--- config.mk ---
export PLATFORM = sky130hd
export DESIGN_NAME = aps_segment_regs
export DESIGN_NICKNAME = d
export VERILOG_FILES = /design/src/aps_pkg.sv /design/src/aps_seg_if.sv /design/src/aps_pulse_seq.sv /design/src/aps_segment_regs.sv
export SDC_FILE = /design/constraint.sdc
export NUM_CORES = 1
export LEC_CHECK = 0
export BUFFER_PORTS_ARGS = -buffer_cell sky130_fd_sc_hd__buf_2
export CORE_UTILIZATION = 55
export CTS_BUF_LIST = sky130_fd_sc_hd__clkbuf_16
export DETAILED_ROUTE_END_ITERATION = 7
export PLACE_DENSITY = 0.87
export SYNTH_ARGS = -nofsm -noshare
export SYNTH_HDL_FRONTEND = slang
export SYNTH_SLANG_ARGS = --single-unit
--- constraint.sdc ---
create_clock -name i_clk -period 3.35 [get_ports i_clk]
set_input_delay 0.67 -clock i_clk [delete_from_list [all_inputs] [get_ports i_clk]]
set_output_delay 0.67 -clock i_clk [all_outputs]
set_load 0.02 [all_outputs]
--- src/aps_pkg.sv ---
// constants for the arbitrary pulse segment register bank
// assumes an 8-bit host address with channel in bits 6..4 and index in 3..0
package aps_pkg;
   localparam int NUM_CHAN = 8;
   localparam int NUM_SEG = 8;
   localparam int NUM_LOCAL = 3;
   localparam int AMP_W = 7;
   localparam int MAG_W = 6;
   localparam int SIGN_BIT = 6;
   localparam int DATA_W = 8;
   localparam int ADDR_W = 8;
   localparam int CHAN_LSB = 4;
   localparam int CHAN_W = 3;
   localparam int IDX_W = 4;
   localparam int PAGE_BIT = 7;
   localparam logic [3:0] IDX_SEG_FOUR = 4'hb;
   localparam logic [3:0] IDX_SEG_FIVE = 4'hc;
   localparam logic [3:0] IDX_SEG_SIX = 4'hd;
   localparam logic [7:0] RESET_VALUE = 8'h00;
   localparam logic [2:0] SLOT_SEG_FOUR = 3'h3;
   localparam logic [2:0] SLOT_SEG_FIVE = 3'h4;
   localparam logic [2:0] SLOT_SEG_SIX = 3'h5;
   localparam int CLK_PERIOD_NS = 25;
   localparam int MCLK_PERIOD_NS = 648;
   localparam int NUM_OTHER = 5;

   // local register index to 0..2, or 3 when unmapped
   function automatic logic [1:0] aps_local_slot(input logic [3:0] idx);
      logic [1:0] s;
      s = 2'h3;
      if (idx == IDX_SEG_FOUR) s = 2'h0;
      if (idx == IDX_SEG_FIVE) s = 2'h1;
      if (idx == IDX_SEG_SIX) s = 2'h2;
      return s;
   endfunction
endpackage

--- src/aps_seg_if.sv ---
// carrier between the register bank and one channel's pulse sequencer
// assumes one instance per channel
`timescale 1ns/1ps
interface aps_seg_if;
   logic [aps_pkg::NUM_SEG-1:0][aps_pkg::AMP_W-1:0] seg_amp;
   logic arb_mode;
   logic mark;
   modport bank (output seg_amp, output arb_mode, output mark);
   modport gen (input seg_amp, input arb_mode, input mark);
endinterface

--- src/aps_pulse_seq.sv ---
// one channel's arbitrary pulse sequencer: plays eight segments in order
// assumes mark is a one-cycle request on the same clock
`timescale 1ns/1ps
module aps_pulse_seq #(
   parameter int SEG_CYCLES = 3
) (
   input wire logic i_clk,
   input wire logic i_reset_n,
   aps_seg_if.gen seg,
   output logic o_active,
   output logic o_sign,
   output logic [aps_pkg::MAG_W-1:0] o_magnitude
);
   typedef enum logic [0:0] {aps_idle = 1'b0, aps_play = 1'b1} aps_state_type;
   aps_state_type state;
   logic [2:0] slot;
   logic [15:0] cyc;
   logic last_cyc;
   logic [aps_pkg::AMP_W-1:0] cur;

   // the cycle counter is sixteen bits wide
   if (SEG_CYCLES < 1 || SEG_CYCLES > 65535) begin : g_bad_cycles
      $error("SEG_CYCLES out of range");
   end

   assign last_cyc = (cyc == 16'(SEG_CYCLES - 1));
   assign cur = seg.seg_amp[slot];

   // segments advance in ascending order, eight of them fit within one period
   always_ff @(posedge i_clk or negedge i_reset_n) begin
      if (!i_reset_n) begin
         state <= aps_idle;
         slot <= 3'h0;
         cyc <= 16'h0000;
      end else begin
         unique case (state)
            aps_idle: begin
               cyc <= 16'h0000;
               slot <= 3'h0;
               if (seg.mark && seg.arb_mode) state <= aps_play;
            end
            aps_play: begin
               if (last_cyc) begin
                  cyc <= 16'h0000;
                  slot <= slot + 3'h1;
                  if (slot == 3'(aps_pkg::NUM_SEG - 1)) state <= aps_idle;
               end else begin
                  cyc <= cyc + 16'h0001;
               end
            end
         endcase
      end
   end

   // drive each segment at its own amplitude, sign bit apart
   always_ff @(posedge i_clk or negedge i_reset_n) begin
      if (!i_reset_n) begin
         o_active <= 1'b0;
         o_sign <= 1'b0;
         o_magnitude <= '0;
      end else if (state == aps_play) begin
         o_active <= 1'b1;
         o_sign <= cur[aps_pkg::SIGN_BIT];
         o_magnitude <= cur[aps_pkg::MAG_W-1:0];
      end else begin
         o_active <= 1'b0;
         o_sign <= 1'b0;
         o_magnitude <= '0;
      end
   end
endmodule // aps_pulse_seq

--- src/aps_segment_regs.sv ---
// per-channel segment four..six amplitude registers and pulse playback
// assumes an asynchronous host strobe port; other segments arrive as inputs
//
// How it works
// - each channel plays its own waveform when its arbitrary mode is selected
// - a pulse is eight consecutive segments, rounded down to fit within one master clock period
// - each channel holds a 7-bit amplitude per segment, driven for that segment
// - amplitude is sign-magnitude, bit six the sign, bit zero least significant
// - segment-four register value is played in the fourth segment
// - segment-five value in the fifth segment, segment-six value in the sixth
// - address bits six to four pick the channel, low four bits the register
// - segment one plays first, segment eight last, the rest ascending
`timescale 1ns/1ps
module aps_segment_regs #(
   parameter int MCLK_PERIOD_NS = aps_pkg::MCLK_PERIOD_NS
) (
   input wire logic i_clk,
   input wire logic i_reset_n,
   input wire logic i_cs_n,
   input wire logic i_wr_n,
   input wire logic i_rd_n,
   input wire logic [aps_pkg::ADDR_W-1:0] i_addr,
   input wire logic [aps_pkg::DATA_W-1:0] i_data,
   output logic [aps_pkg::DATA_W-1:0] o_data,
   output logic o_data_oe_n,
   input wire logic [aps_pkg::NUM_CHAN-1:0] i_arb_mode,
   input wire logic [aps_pkg::NUM_CHAN-1:0] i_tx_mark,
   input wire logic [aps_pkg::NUM_CHAN-1:0][aps_pkg::NUM_OTHER-1:0][aps_pkg::AMP_W-1:0]
      i_other_amp,
   output logic [aps_pkg::NUM_CHAN-1:0] o_tx_active,
   output logic [aps_pkg::NUM_CHAN-1:0] o_tx_sign,
   output logic [aps_pkg::NUM_CHAN-1:0][aps_pkg::MAG_W-1:0] o_tx_magnitude
);
   // segment length rounded down so eight never overrun one period
   localparam int SEG_NS = MCLK_PERIOD_NS / aps_pkg::NUM_SEG;
   localparam int SEG_RAW = SEG_NS / aps_pkg::CLK_PERIOD_NS;
   localparam int SEG_CYCLES = (SEG_RAW < 1) ? 1 : SEG_RAW;

   // refuse periods that eight whole segments cannot fill
   if (MCLK_PERIOD_NS < aps_pkg::NUM_SEG * aps_pkg::CLK_PERIOD_NS) begin : g_bad_short
      $error("MCLK_PERIOD_NS too short for eight segments");
   end
   // the sequencer counts segment cycles in sixteen bits
   if (SEG_CYCLES > 65535) begin : g_bad_long
      $error("MCLK_PERIOD_NS too long for the segment counter");
   end

   // host pins are asynchronous; stage one feeds stage two only
   logic cs_s1, cs_s2, cs_s3;
   logic wr_s1, wr_s2, wr_s3;
   logic rd_s1, rd_s2;
   logic [aps_pkg::ADDR_W-1:0] addr_s1, addr_s2;
   logic [aps_pkg::DATA_W-1:0] data_s1, data_s2;

   // chip select; the third stage lines it up with the write release
   always_ff @(posedge i_clk or negedge i_reset_n) begin
      if (!i_reset_n) begin
         cs_s1 <= 1'b1;
         cs_s2 <= 1'b1;
         cs_s3 <= 1'b1;
      end else begin
         cs_s1 <= i_cs_n;
         cs_s2 <= cs_s1;
         cs_s3 <= cs_s2;
      end
   end

   // write strobe; the third stage exposes its rising edge
   always_ff @(posedge i_clk or negedge i_reset_n) begin
      if (!i_reset_n) begin
         wr_s1 <= 1'b1;
         wr_s2 <= 1'b1;
         wr_s3 <= 1'b1;
      end else begin
         wr_s1 <= i_wr_n;
         wr_s2 <= wr_s1;
         wr_s3 <= wr_s2;
      end
   end

   // read strobe, used as a level
   always_ff @(posedge i_clk or negedge i_reset_n) begin
      if (!i_reset_n) begin
         rd_s1 <= 1'b1;
         rd_s2 <= 1'b1;
      end else begin
         rd_s1 <= i_rd_n;
         rd_s2 <= rd_s1;
      end
   end

   // address; the host keeps it steady well past the strobe
   always_ff @(posedge i_clk or negedge i_reset_n) begin
      if (!i_reset_n) begin
         addr_s1 <= '0;
         addr_s2 <= '0;
      end else begin
         addr_s1 <= i_addr;
         addr_s2 <= addr_s1;
      end
   end

   // write data; a torn sample is harmless since it is used only at release
   always_ff @(posedge i_clk or negedge i_reset_n) begin
      if (!i_reset_n) begin
         data_s1 <= '0;
         data_s2 <= '0;
      end else begin
         data_s1 <= i_data;
         data_s2 <= data_s1;
      end
   end

   // address split: page bit must be clear, then channel and index
   logic [aps_pkg::CHAN_W-1:0] chan;
   logic [1:0] lslot;
   logic hit;
   logic wr_commit;
   logic rd_active;

   assign chan = addr_s2[aps_pkg::CHAN_LSB +: aps_pkg::CHAN_W];
   assign lslot = aps_pkg::aps_local_slot(addr_s2[aps_pkg::IDX_W-1:0]);
   assign hit = !addr_s2[aps_pkg::PAGE_BIT] && (lslot != 2'h3);
   // commit at strobe release so the data has settled on the pins
   assign wr_commit = wr_s2 && !wr_s3 && !cs_s3;
   assign rd_active = !rd_s2 && !cs_s2;

   // storage: channel by local slot, eight bits each including the spare top bit
   logic [aps_pkg::NUM_CHAN-1:0][aps_pkg::NUM_LOCAL-1:0][aps_pkg::DATA_W-1:0] store;

   always_ff @(posedge i_clk or negedge i_reset_n) begin
      if (!i_reset_n) begin
         for (int c = 0; c < aps_pkg::NUM_CHAN; c++) begin
            for (int s = 0; s < aps_pkg::NUM_LOCAL; s++) begin
               store[c][s] <= aps_pkg::RESET_VALUE;
            end
         end
      end else if (wr_commit && hit) begin
         store[chan][lslot] <= data_s2;
      end
   end

   // read value picked ahead of the register; unmapped reads give zero
   logic [aps_pkg::DATA_W-1:0] next_rd_data;

   always_comb begin
      next_rd_data = aps_pkg::RESET_VALUE;
      if (rd_active && hit) next_rd_data = store[chan][lslot];
   end

   // bus drive follows the synced strobes, so it trails the pins by three edges
   always_ff @(posedge i_clk or negedge i_reset_n) begin
      if (!i_reset_n) o_data_oe_n <= 1'b1;
      else o_data_oe_n <= !rd_active;
   end

   // read data register; zero whenever no read is under way
   always_ff @(posedge i_clk or negedge i_reset_n) begin
      if (!i_reset_n) o_data <= aps_pkg::RESET_VALUE;
      else o_data <= next_rd_data;
   end

   // one sequencer per channel; the top bit never reaches the waveform
   for (genvar c = 0; c < aps_pkg::NUM_CHAN; c++) begin : g_chan
      aps_seg_if u_if ();

      assign u_if.arb_mode = i_arb_mode[c];
      assign u_if.mark = i_tx_mark[c];
      assign u_if.seg_amp[0] = i_other_amp[c][0];
      assign u_if.seg_amp[1] = i_other_amp[c][1];
      assign u_if.seg_amp[2] = i_other_amp[c][2];
      assign u_if.seg_amp[aps_pkg::SLOT_SEG_FOUR] =
         store[c][0][aps_pkg::AMP_W-1:0];
      assign u_if.seg_amp[aps_pkg::SLOT_SEG_FIVE] =
         store[c][1][aps_pkg::AMP_W-1:0];
      assign u_if.seg_amp[aps_pkg::SLOT_SEG_SIX] =
         store[c][2][aps_pkg::AMP_W-1:0];
      assign u_if.seg_amp[6] = i_other_amp[c][3];
      assign u_if.seg_amp[7] = i_other_amp[c][4];

      aps_pulse_seq #(
         .SEG_CYCLES(SEG_CYCLES)
      ) u_seq (
         .i_clk(i_clk),
         .i_reset_n(i_reset_n),
         .seg(u_if.gen),
         .o_active(o_tx_active[c]),
         .o_sign(o_tx_sign[c]),
         .o_magnitude(o_tx_magnitude[c])
      );
   end
endmodule // aps_segment_regs

==> results of run 1 <==
-- per-stage QoR --
step           setup slack (ps)  hold slack, ps
6_report                  687.1           28.73
5_1_grt                   613.0           67.97
4_1_cts                   703.5           44.99
3_5_place_dp              711.9           334.7
3_3_place_gp              781.9           336.3
2_1_floorplan             979.2           331.2
-- where the power goes --
part	switching, mW	internal [mW]
clock network	2.28	2.96
registers	1.35	6.40
logic	2.20	2.54
-- sequential cells by signal (all words and copies together), names as in the netlist, 8 cells and up --
| register | count |
|---|---|
| o_data | 8 |
| g_chan.u_seq.o_active | 8 |
| g_chan.u_seq.cyc | 128 |
| store | 24 |
| addr_s1 | 8 |
| g_chan.u_if.seg_amp | 168 |
| g_chan.u_seq.state | 8 |
| data_s1 | 8 |
| g_chan.u_seq.slot | 24 |
| addr_s2 | 8 |
| g_chan.u_seq.o_magnitude | 48 |
| data_s2 | 8 |
| g_chan.u_seq.o_sign | 8 |
-- worst max path at each step --
stage                    startpoint                                      to  slack (ps)  cells after the start
global placement    wr_s2$_DFF_PN1_  g_chan[6].u_if.seg_amp[36]$_DFFE_PN0P_         780                      4
global route        wr_s2$_DFF_PN1_  g_chan[6].u_if.seg_amp[39]$_DFFE_PN0P_         610                      4
CTS                 wr_s2$_DFF_PN1_  g_chan[6].u_if.seg_amp[39]$_DFFE_PN0P_         700                      4
floorplan           wr_s2$_DFF_PN1_  g_chan[6].u_if.seg_amp[35]$_DFFE_PN0P_         980                      6
detailed placement  wr_s2$_DFF_PN1_  g_chan[6].u_if.seg_amp[39]$_DFFE_PN0P_         710                      4
finish              wr_s2$_DFF_PN1_  g_chan[6].u_if.seg_amp[39]$_DFFE_PN0P_         690                      4
-- per-layer routing --
metal  vias up  global-route usage (%)
met4         4                   13.31
met3       191                   6.162
met2       870                   49.31
li1       7362                       -
met1      8773                   41.86
met5         -                       0
-- cell usage in the layout, fill, tap and decap left out, drive strengths merged, types with 9 or more instances in the layout --
cell and instances:
inv 32, mux2i 91, and3 16, o21ai 26, clkinv 20, xor2 56
and2 18, buf 407, clkbuf 49, xnor2 29, or4 19, or3 24
a21oi 51, nor2b 83, dfrtp 456, mux4 148, nor3 9, dfstp 9
nor2 124, nand3 48, nand4 44, nor3b 12, mux2 201, o31ai 16
nand2 69, nor4 29, ha 32
-- cells in the mapped netlist (4+ instances only) --
master / number / share of area [%]
sky130_fd_sc_hd__o21ai_0: 24 / 0.51
sky130_fd_sc_hd__mux2_2: 193 / 9.2
sky130_fd_sc_hd__or3_1: 24 / 0.64
sky130_fd_sc_hd__nor3_1: 5 / 0.11
sky130_fd_sc_hd__inv_1: 19 / 0.30
sky130_fd_sc_hd__dfstp_2: 9 / 1.0
sky130_fd_sc_hd__or4_1: 19 / 0.61
sky130_fd_sc_hd__nor4_1: 28 / 0.74
sky130_fd_sc_hd__nor3b_1: 12 / 0.38
sky130_fd_sc_hd__o31ai_1: 16 / 0.51
sky130_fd_sc_hd__mux4_2: 148 / 14
sky130_fd_sc_hd__mux2i_1: 91 / 3.9
sky130_fd_sc_hd__and2_1: 17 / 0.45
sky130_fd_sc_hd__buf_4: 18 / 0.57
sky130_fd_sc_hd__dfrtp_1: 456 / 48
sky130_fd_sc_hd__clkbuf_1: 66 / 1.1
sky130_fd_sc_hd__nand2_1: 69 / 1.1
sky130_fd_sc_hd__ha_1: 32 / 1.7
sky130_fd_sc_hd__buf_1: 11 / 0.18
sky130_fd_sc_hd__nand2b_1: 5 / 0.13
sky130_fd_sc_hd__a221o_1: 8 / 0.34
sky130_fd_sc_hd__mux2_4: 8 / 0.51
sky130_fd_sc_hd__xor2_1: 56 / 2.1
sky130_fd_sc_hd__nor2b_1: 83 / 2.2
sky130_fd_sc_hd__o221ai_1: 4 / 0.15
sky130_fd_sc_hd__nor2_1: 122 / 1.9
sky130_fd_sc_hd__nand4_1: 44 / 1.2
sky130_fd_sc_hd__and3_1: 16 / 0.43
sky130_fd_sc_hd__a21oi_1: 51 / 1.1
sky130_fd_sc_hd__xnor2_1: 29 / 1.1
sky130_fd_sc_hd__and4_1: 7 / 0.26
sky130_fd_sc_hd__nand3_1: 48 / 1.0
sky130_fd_sc_hd__buf_2: 23 / 0.49
-- cells by family after synthesis --
kind of cell	Yosys count	share of synthesized area, %
flip-flops	465	49.48
AO/OA/AOI/OAI	120	3.126
multiplexers	440	27.77
adder cells (fa/ha/maj)	32	1.701
AND/OR/NAND/NOR	522	12.15
buffers and inverters	138	2.610
XOR/XNOR	85	3.163
-- cell type report --
| type | instances | area, um2 | share of cell area, % |
|---|---|---|---|
| clock inverters | 37 | 284.0 | 1.038 |
| clock buffers | 49 | 1226 | 4.482 |
| multi-input cells | 1199 | 11280 | 41.22 |
| flip-flops and latches | 465 | 11650 | 42.60 |
| diodes | 5 | 12.51 | 0.04574 |
| well taps | 539 | 674.4 | 2.465 |
| repair buffers | 407 | 2155 | 7.876 |
| inverters | 20 | 75.07 | 0.2744 |
-- worst max-delay path: cells and delay by family, from the launching register on --
family	cells	cell delay, ps
and+or+nand+nor	3	1670
DFF	1	540
muxes	1	350
==> flow_summary.yaml, run 1 <==
die:
  std_cell_rows: 75
  dieArea_um2: 43630
  die_w_um: 208.9
  fp.coreArea_um2: 42040
  boundaryPins: 390
  die_height_um: 208.9
  floorplan.initialDensity_pct: 55.99
clocking:
  cts.sinks: 465
  cts_post_setup_buffers_inserted: 0
  cts_tree: "built"
  post_cts_resize_count: 0
  htree_levels: 2
  cts.clk_slew.worst_paths_ps: 60
  cts-buffers-inserted: 49
  cts-hold-fix-buffers: 0
  clk_root_buffer_cell: "sky130_fd_sc_hd__clkbuf_16"
  clockBufferDepth: 3
  worst_skew_pair.late_latency_ps: 590
setup_path:
  worst_ep_required_time_ps: 3830
  timing.reg2reg.worst_path_depth: 4
  crit_path_max_incr_delay_ps: 670
  timing.critical_path.from_type: "flop"
  rr_startpoint: "wr_s2$_DFF_PN1_"
  critical_path_class: "reg2reg"
  r2r_setup_slk_ps: 690
  r2r_end: "g_chan[6].u_if.seg_amp[39]$_DFFE_PN0P_"
  critical_path.slowest_cell: "sky130_fd_sc_hd__or4_1"
  critical_path.cell_chain: "or3b_1 -> or4_1 -> nor3_4 -> mux2_4"
  timing.critical_path.fanout_max: 8
  setup.worst_path.end_class: "flop"
  critPathArrivalTime_ps: 3140
placed_design:
  place.gp.congestion: 0.9468
  post_dp_cell_area_um2: 25830
  place_hpwl_um: 48590
  buffer_ports.inserted: 389
  placedCellCount: 2630
drt:
  route.detailed.vias_per_inst: 6.321
  topRoutingLayerUsed: "met5"
  detailroute.wirelength.met3_um: 5378
  antenna_left: 0
  route.vias.total: 17200
  wire_length_per_cell_after_detailed_routing_um: 24.54
  remaining_drc_errors: 0
  totalWireLength_um: 66770
  routed-wl-met2_um: 31880
  drt-initial-drc-count: 1686
  drt_pass1_iterations: 5
  drt-met1-wl_um: 26580
sta:
  final_min_period_over_clock_period_pct: 79.49
  timing_limited_maximum_frequency_mhz: 375.5
  timing.max_slew.rel_slack_pct: 12.76
  rsz0062_at_grt: "false"
  fin_worst_skew_ps: 19.65
  finalSetupTns_ps: 0
  drv_slew: 0
  hold_violations: 0
  timing.final.crit_period_ps: 2663
  setup-violations-final: 0
  tightestPinTransition_ps: 1309
hold_path:
  min_path_type: "in2async"
cells_and_area:
  num-nets-final: 2491
  fin_util_pct: 65.07
  layout.cells.non_filler: 2721
  layout-drive-gt1-share_pct: 38.95
  stdcell_area_um2: 27360
  n_fill_cell: 3033
  area_added_between_synthesis_and_finish_pct: 16.22
yosys:
  postSynth.asyncResetShare_pct: 100.0
  ys_ff_latch: 465
  post_synth_num_cell_types: 59
  synth_seq_area_share_pct: 49.48
  synth-warning-count: 0
  post_synthesis_cell_area_um2: 23540
  syn_area_per_cell_um2: 13.06
  ys_dominant_reg_cell: "sky130_fd_sc_hd__dfrtp_1"
  synth-edff-count: 0
  netlist_instances: 1802
  synth_fp_nets: 2151
global_routing:
  initial_antenna_violation_count: 4
  pin_count_of_the_biggest_net_entering_global_routing: 92
  via_count_of_the_first_global_routing_pass: 17470
  globalRouteOverflowTotal: 0
  grt_first_pass_wirelength_um: 102400
  all_layer_global_routing_usage_pct: 31.03
power_and_ir_drop:
  power.static_leakage_nw: 12.79
  design_power_total_mw: 17.73
  vdd.ir_drop.worst_v: 0.0004040
  cellPowerDensity_nw_per_um2: 648.3
flow_run:
  max_cap_check_violation_count: 0
outcome:
  status: "finished clean"
(Power assumes the default switching activity.)
==> run 2, diff against run 1 <==
==> constraint.sdc (replaced) <==
create_clock -name i_clk -period 2.71 [get_ports i_clk]
set_input_delay 0.542 -clock i_clk [delete_from_list [all_inputs] [get_ports i_clk]]
set_output_delay 0.542 -clock i_clk [all_outputs]
set_load 0.02 [all_outputs]
==> run 2 against run 1 <==
  * Combinational power increased by 34%
  * Fmax increased by 5.5%
  * Final cell count increased by 1.1%
  * Clock skew increased by 7.2 ps
  * Register-to-register slack got worse by 500 ps
  * Non-clock buffer count increased by 41
  * First-iteration DRC count decreased by 8.9%
  * Sequential cell count unchanged
  * Global-route usage increased by 0.18 points
  * Die area unchanged
  * Sequential power increased by 19%
  * Critical path type unchanged
==> flow_summary.yaml, run 2 (same netlist as run 1, synthesis figures left out) <==
outcome:
  status: "finished clean"
setup_path:
  timing.critical_path.fanout_max: 8
  critPathArrivalTime_ps: 2990
  critical_path_class: "reg2reg"
  timing.critical_path.from_type: "flop"
  setup.worst_path.end_class: "flop"
  worst_ep_required_time_ps: 3180
power_and_ir_drop:
  cellPowerDensity_nw_per_um2: 792.3
  design_power_total_mw: 21.90
  vdd.ir_drop.worst_v: 0.0005594
  power.static_leakage_nw: 12.96
clocking:
  cts.clk_slew.worst_paths_ps: 60
  cts_post_setup_buffers_inserted: 0
  cts.sinks: 465
  clockBufferDepth: 3
  cts_tree: "built"
  cts-buffers-inserted: 47
  clk_root_buffer_cell: "sky130_fd_sc_hd__clkbuf_16"
  worst_skew_pair.late_latency_ps: 590
  htree_levels: 2
hold_path:
  min_path_type: "in2reg"
cells_and_area:
  multiInputGateArea_um2: 11280
  layout.cells.most_common: "sky130_fd_sc_hd__dfrtp_1"
  antenna_cells: 0
  largest_register_ff_count: 168
  layout.cells.non_filler: 2752
  stdcell_area_um2: 27640
  num-nets-final: 2530
  layout-drive-gt1-share_pct: 39.90
  n_fill_cell: 2979
  fin_util_pct: 65.74
  area_added_between_synthesis_and_finish_pct: 17.41
  layout_common_cells: "454 x sky130_fd_sc_hd__dfrtp_1, 388 x sky130_fd_sc_hd__buf_2, 193 x sky130_fd_sc_hd__mux2_2, 148 x sky130_fd_sc_hd__mux4_2, 122 x sky130_fd_sc_hd__nor2_1"
  seq_area_um2: 11650
sta:
  finalSetupTns_ps: 0
  setup-violations-final: 0
  timing.final.crit_period_ps: 2525
  tightestPinTransition_ps: 873.8
  drv_slew: 0
  fin_worst_skew_ps: 26.88
  timing.max_slew.rel_slack_pct: 41.74
  timing_limited_maximum_frequency_mhz: 396.1
  final_min_period_over_clock_period_pct: 93.16
  hold_violations: 0
  rsz0062_at_grt: "false"
die:
  std_cell_rows: 75
  boundaryPins: 390
  dieArea_um2: 43630
  die_w_um: 208.9
  die_height_um: 208.9
  fp.coreArea_um2: 42040
  floorplan.initialDensity_pct: 55.99
drt:
  route.detailed.vias_per_inst: 6.283
  antenna_left: 0
  totalWireLength_um: 67060
  wire_length_per_cell_after_detailed_routing_um: 24.37
  remaining_drc_errors: 0
  route.vias.total: 17290
  drt-initial-drc-count: 1536
  drt_pass1_iterations: 5
placed_design:
  place.gp.congestion: 0.9715
  place_hpwl_um: 49970
  buffer_ports.inserted: 389
  post_dp_cell_area_um2: 26160
  placedCellCount: 2670
flow_run:
  max_cap_check_violation_count: 0
global_routing:
  globalRouteOverflowTotal: 0
  grtUsageMet1_pct: 42.22
  all_layer_global_routing_usage_pct: 31.20
  grt_use_met2_pct: 50.00
  pin_count_of_the_biggest_net_entering_global_routing: 74
  grt_first_pass_wirelength_um: 102900
  initial_antenna_violation_count: 1
  via_count_of_the_first_global_routing_pass: 17710
  grt.met3_usage_pct: 5.921
  grt_most_used_layer: "met2"
run 2: changes by cell type in the layout (fill, tap and decap cells not counted), moves of 2 or more:
| cell | change |
|---|---|
| sky130_fd_sc_hd__buf_12 | +2 |
| sky130_fd_sc_hd__buf_4 | +38 |
| sky130_fd_sc_hd__clkinv_2 | -3 |
| sky130_fd_sc_hd__diode_2 | -5 |
| sky130_fd_sc_hd__inv_6 | -2 |
run 2: area by class of cell:
cell class / count / share of cell area, %
sequential: 465 / 42.16
clock buffer: 48 / 4.346
inverter: 20 / 0.2716
timing repair buffer: 448 / 9.009
multi-input combinational: 1199 / 40.81
clock inverter: 33 / 0.9643
tap: 539 / 2.440
run 2: repair_timing:
| action | 4_1_cts | 5_1_grt |
|---|---|---|
| resized for setup | 0 | 0 |
| hold buffers | 1 | 0 |
| endpoints found under the hold margin | 48 | 0 |
run 2: power by group:
part	switching [mW]	internal (mW)	total [mW]	leakage, nW
registers	1.33	7.92	9.25	6.11
clock network	2.73	3.58	6.31	0.742
logic	3.11	3.23	6.34	6.10
total	7.16	14.7	21.9	13.0
run 2: per-layer routing:
metal  share of wire, %  routed length, um
met4                3.7               2500
met1                 40              26640
met3                8.2               5472
met2                 48              32440
met5              0.010                  7
run 2: path summary, 6_finish.rpt:
path / from / end / slack [ps] / cells after the start
max: wr_s2$_DFF_PN1_ / g_chan[7].u_if.seg_amp[36]$_DFFE_PN0P_ / 190 / 4
min: i_rd_n / rd_s1$_DFF_PN1_ / 70 / 1
max reg2reg: wr_s2$_DFF_PN1_ / g_chan[7].u_if.seg_amp[36]$_DFFE_PN0P_ / 190 / 4
min reg2reg: data_s1[2]$_DFF_PN0_ / data_s2[2]$_DFF_PN0_ / 350 / 0
max in group asynchronous: i_reset_n / g_chan[4].u_seq.cyc[15]$_DFF_PN0_ / 1370 / 4
min in group asynchronous: i_reset_n / g_chan[7].u_seq.cyc[8]$_DFF_PN0_ / 500 / 2
run 2: stage by stage:
stage | hold slack (ps) | setup slack, ps
floorplan | 246.4 | 339.2
global placement | 335.2 | 280.0
detailed placement | 335.8 | 207.1
CTS | 48.05 | 200.4
global route | 51.18 | 129.0
finish | 70.83 | 185.2
run 2: worst max-delay path, stage by stage (launching register included):
cell	delay [ps]
sky130_fd_sc_hd__dfstp_2	530
sky130_fd_sc_hd__or3b_1	360
sky130_fd_sc_hd__or4_1	680
sky130_fd_sc_hd__nor3_4	450
sky130_fd_sc_hd__mux2_2	390
==> run 3, diff against run 2 <==
--- a/config.mk
+++ b/config.mk
@@ -6,10 +6,10 @@
 export NUM_CORES = 1
 export LEC_CHECK = 0
 export BUFFER_PORTS_ARGS = -buffer_cell sky130_fd_sc_hd__buf_2
-export CORE_UTILIZATION = 55
+export CORE_UTILIZATION = 57
 export CTS_BUF_LIST = sky130_fd_sc_hd__clkbuf_16
 export DETAILED_ROUTE_END_ITERATION = 7
-export PLACE_DENSITY = 0.87
+export PLACE_DENSITY = 0.9
 export SYNTH_ARGS = -nofsm -noshare
 export SYNTH_HDL_FRONTEND = slang
 export SYNTH_SLANG_ARGS = --single-unit
==> run 3 against run 2 <==
  * Routed wire length is essentially flat
  * Largest power group unchanged
  * Hold slack lost 14 ps
  * Setup slack gained 23 ps
  * Core utilization grew 1.8 points
  * Clock power shrank 3%
  * Non-clock buffer count shrank 8
==> flow_summary.yaml, run 3 (same netlist as run 1, synthesis figures left out) <==
clocking:
  worst_skew_pair.late_latency_ps: 590
  cts_tree: "built"
  cts-buffers-inserted: 48
  clk_root_buffer_cell: "sky130_fd_sc_hd__clkbuf_16"
  clockBufferDepth: 3
  cts.clk_slew.worst_paths_ps: 60
  cts.sinks: 465
  htree_levels: 2
cells_and_area:
  multiInputGateArea_um2: 11280
  layout.cells.non_filler: 2743
  largest_register_ff_count: 168
  area_added_between_synthesis_and_finish_pct: 16.97
  layout.cells.most_common: "sky130_fd_sc_hd__dfrtp_1"
  layout-drive-gt1-share_pct: 39.41
  num-nets-final: 2523
  layout_common_cells: "454 x sky130_fd_sc_hd__dfrtp_1, 388 x sky130_fd_sc_hd__buf_2, 193 x sky130_fd_sc_hd__mux2_2, 148 x sky130_fd_sc_hd__mux4_2, 122 x sky130_fd_sc_hd__nor2_1"
  seq_area_um2: 11650
  n_fill_cell: 2888
die:
  die_w_um: 205.2
  fp.coreArea_um2: 40740
  std_cell_rows: 74
  dieArea_um2: 42110
  floorplan.initialDensity_pct: 57.78
  boundaryPins: 390
  die_height_um: 205.2
flow_run:
  max_cap_check_violation_count: 0
setup_path:
  setup.worst_path.end_class: "flop"
  crit_path_max_incr_delay_ps: 650
  critical_path.cell_chain: "or3b_1 -> or4_1 -> nor3_4 -> mux2_2"
  critPathArrivalTime_ps: 2970
  timing.critical_path.fanout_max: 8
  critical_path.slowest_cell: "sky130_fd_sc_hd__or4_1"
  worst_ep_required_time_ps: 3180
  critical_path_class: "reg2reg"
  timing.critical_path.from_type: "flop"
power_and_ir_drop:
  vdd.ir_drop.worst_v: 0.0006462
  power.static_leakage_nw: 12.92
  p_sw_share_pct: 33.09
  power_report.internal_total_mw: 14.56
  power_frac_comb_pct: 29.3
  p_seq_share_pct: 42.4
  share_of_total_power_in_the_clock_network_pct: 28.3
  power_switching_mw: 7.202
  cellPowerDensity_nw_per_um2: 790.4
drt:
  drt_pass1_iterations: 5
  antenna_left: 0
  route.detailed.vias_per_inst: 6.293
  drt-initial-drc-count: 1686
  totalWireLength_um: 67080
  route.vias.total: 17260
  remaining_drc_errors: 0
  wire_length_per_cell_after_detailed_routing_um: 24.45
placed_design:
  place.gp.congestion: 0.9477
  buffer_ports.inserted: 389
  placedCellCount: 2655
  place_hpwl_um: 49570
global_routing:
  globalRouteOverflowTotal: 0
  pin_count_of_the_biggest_net_entering_global_routing: 75
  all_layer_global_routing_usage_pct: 32.14
  grt_first_pass_wirelength_um: 100900
  initial_antenna_violation_count: 5
  via_count_of_the_first_global_routing_pass: 17330
sta:
  rsz0062_at_grt: "false"
  drv_slew: 0
  fin_worst_skew_ps: 36.59
  tightestPinTransition_ps: 864.1
  finalSetupTns_ps: 0
  timing.final.crit_period_ps: 2502
  timing.max_slew.rel_slack_pct: 42.39
  timing_limited_maximum_frequency_mhz: 399.7
  setup-violations-final: 0
  final_min_period_over_clock_period_pct: 92.33
  hold_violations: 0
hold_path:
  min_path_type: "in2reg"
outcome:
  status: "finished clean"
==> run 3: cell types whose count changed in the layout (fill, tap and decap cells not counted), sizes merged <==
cell,previous run,this run
bufinv,4,1
clkinv,18,17
clkbuf,48,50
clkinvlp,2,4
buf,447,439
inv,29,34
diode,0,1
==> run 3: worst max-delay path, delay by kind of cell, from the launching register on <==
family        cells  cell delay, ps
flops             1             540
simple gates      3            1450
mux               1             390
==> run 3: stage by stage <==
stage / area (um2) / util, % / setup WS, ps / power, mW / hold WS, ps
after floorplan: 23540 / - / 339.2 / 13.87 / 246.4
after global placement: 26080 / 64.01 / 268.9 / 15.33 / 333.6
after detailed placement: 26080 / 64.01 / 241.0 / 15.72 / 336.3
after CTS: 27530 / 67.58 / 217.2 / 21.86 / 33.89
after global routing: 27530 / 67.59 / 150.4 / 22.81 / 41.21
final: 27530 / 67.59 / 207.8 / 21.76 / 56.43
==> run 3: routing by layer <==
layer / track usage, % / part of all wire (%) / up-vias
met1: 44.05 / 40 / 8879
met2: 51.88 / 48 / 805
met3: 5.068 / 7.4 / 150
met5: 0 / 0.034 / -
li1: - / - / 7423
met4: 12.49 / 3.7 / 4
==> run 3: what timing repair did <==
action / 4_1_cts / 5_1_grt
buffers inserted: 0 / 0
hold buffers: 1 / 0
resized for setup: 0 / 0
endpoints found under the hold margin: 55 / 0
==> run 3: area by class of cell <==
class / instances / share of cell area, %
sequential: 465 / 42.32
multi-input combinational: 1199 / 40.96
timing repair buffer: 440 / 8.779
clock buffer: 50 / 4.544
tap: 532 / 2.418
clock inverter: 36 / 0.6998
inverter: 20 / 0.2727
antenna: 1 / 0.009088
==> run 3: path summary, 6_finish.rpt <==
path                       slack [ps]  depth (start not counted)                                       end            startpoint
setup / recovery                  210                          4    g_chan[7].u_if.seg_amp[41]$_DFFE_PN0P_       wr_s2$_DFF_PN1_
hold / removal                     60                          1                           cs_s1$_DFF_PN1_                i_cs_n
setup reg to reg                  210                          4    g_chan[7].u_if.seg_amp[41]$_DFFE_PN0P_       wr_s2$_DFF_PN1_
hold reg to reg                   350                          0                      data_s2[3]$_DFF_PN0_  data_s1[3]$_DFF_PN0_
min in group asynchronous         490                          2  g_chan[5].u_seq.o_magnitude[0]$_DFF_PN0_             i_reset_n
max in group asynchronous        1330                          3                           cs_s1$_DFF_PN1_             i_reset_n
==> run 3: power by group through the flow <==
stage	clock network [mW]	registers [mW]	logic [mW]
after global routing	6.49	9.36	6.95
after floorplan	0	9.04	4.84
after global placement	0	9.24	6.09
final	6.15	9.22	6.39
after CTS	6.21	9.21	6.44
after detailed placement	0	9.33	6.39
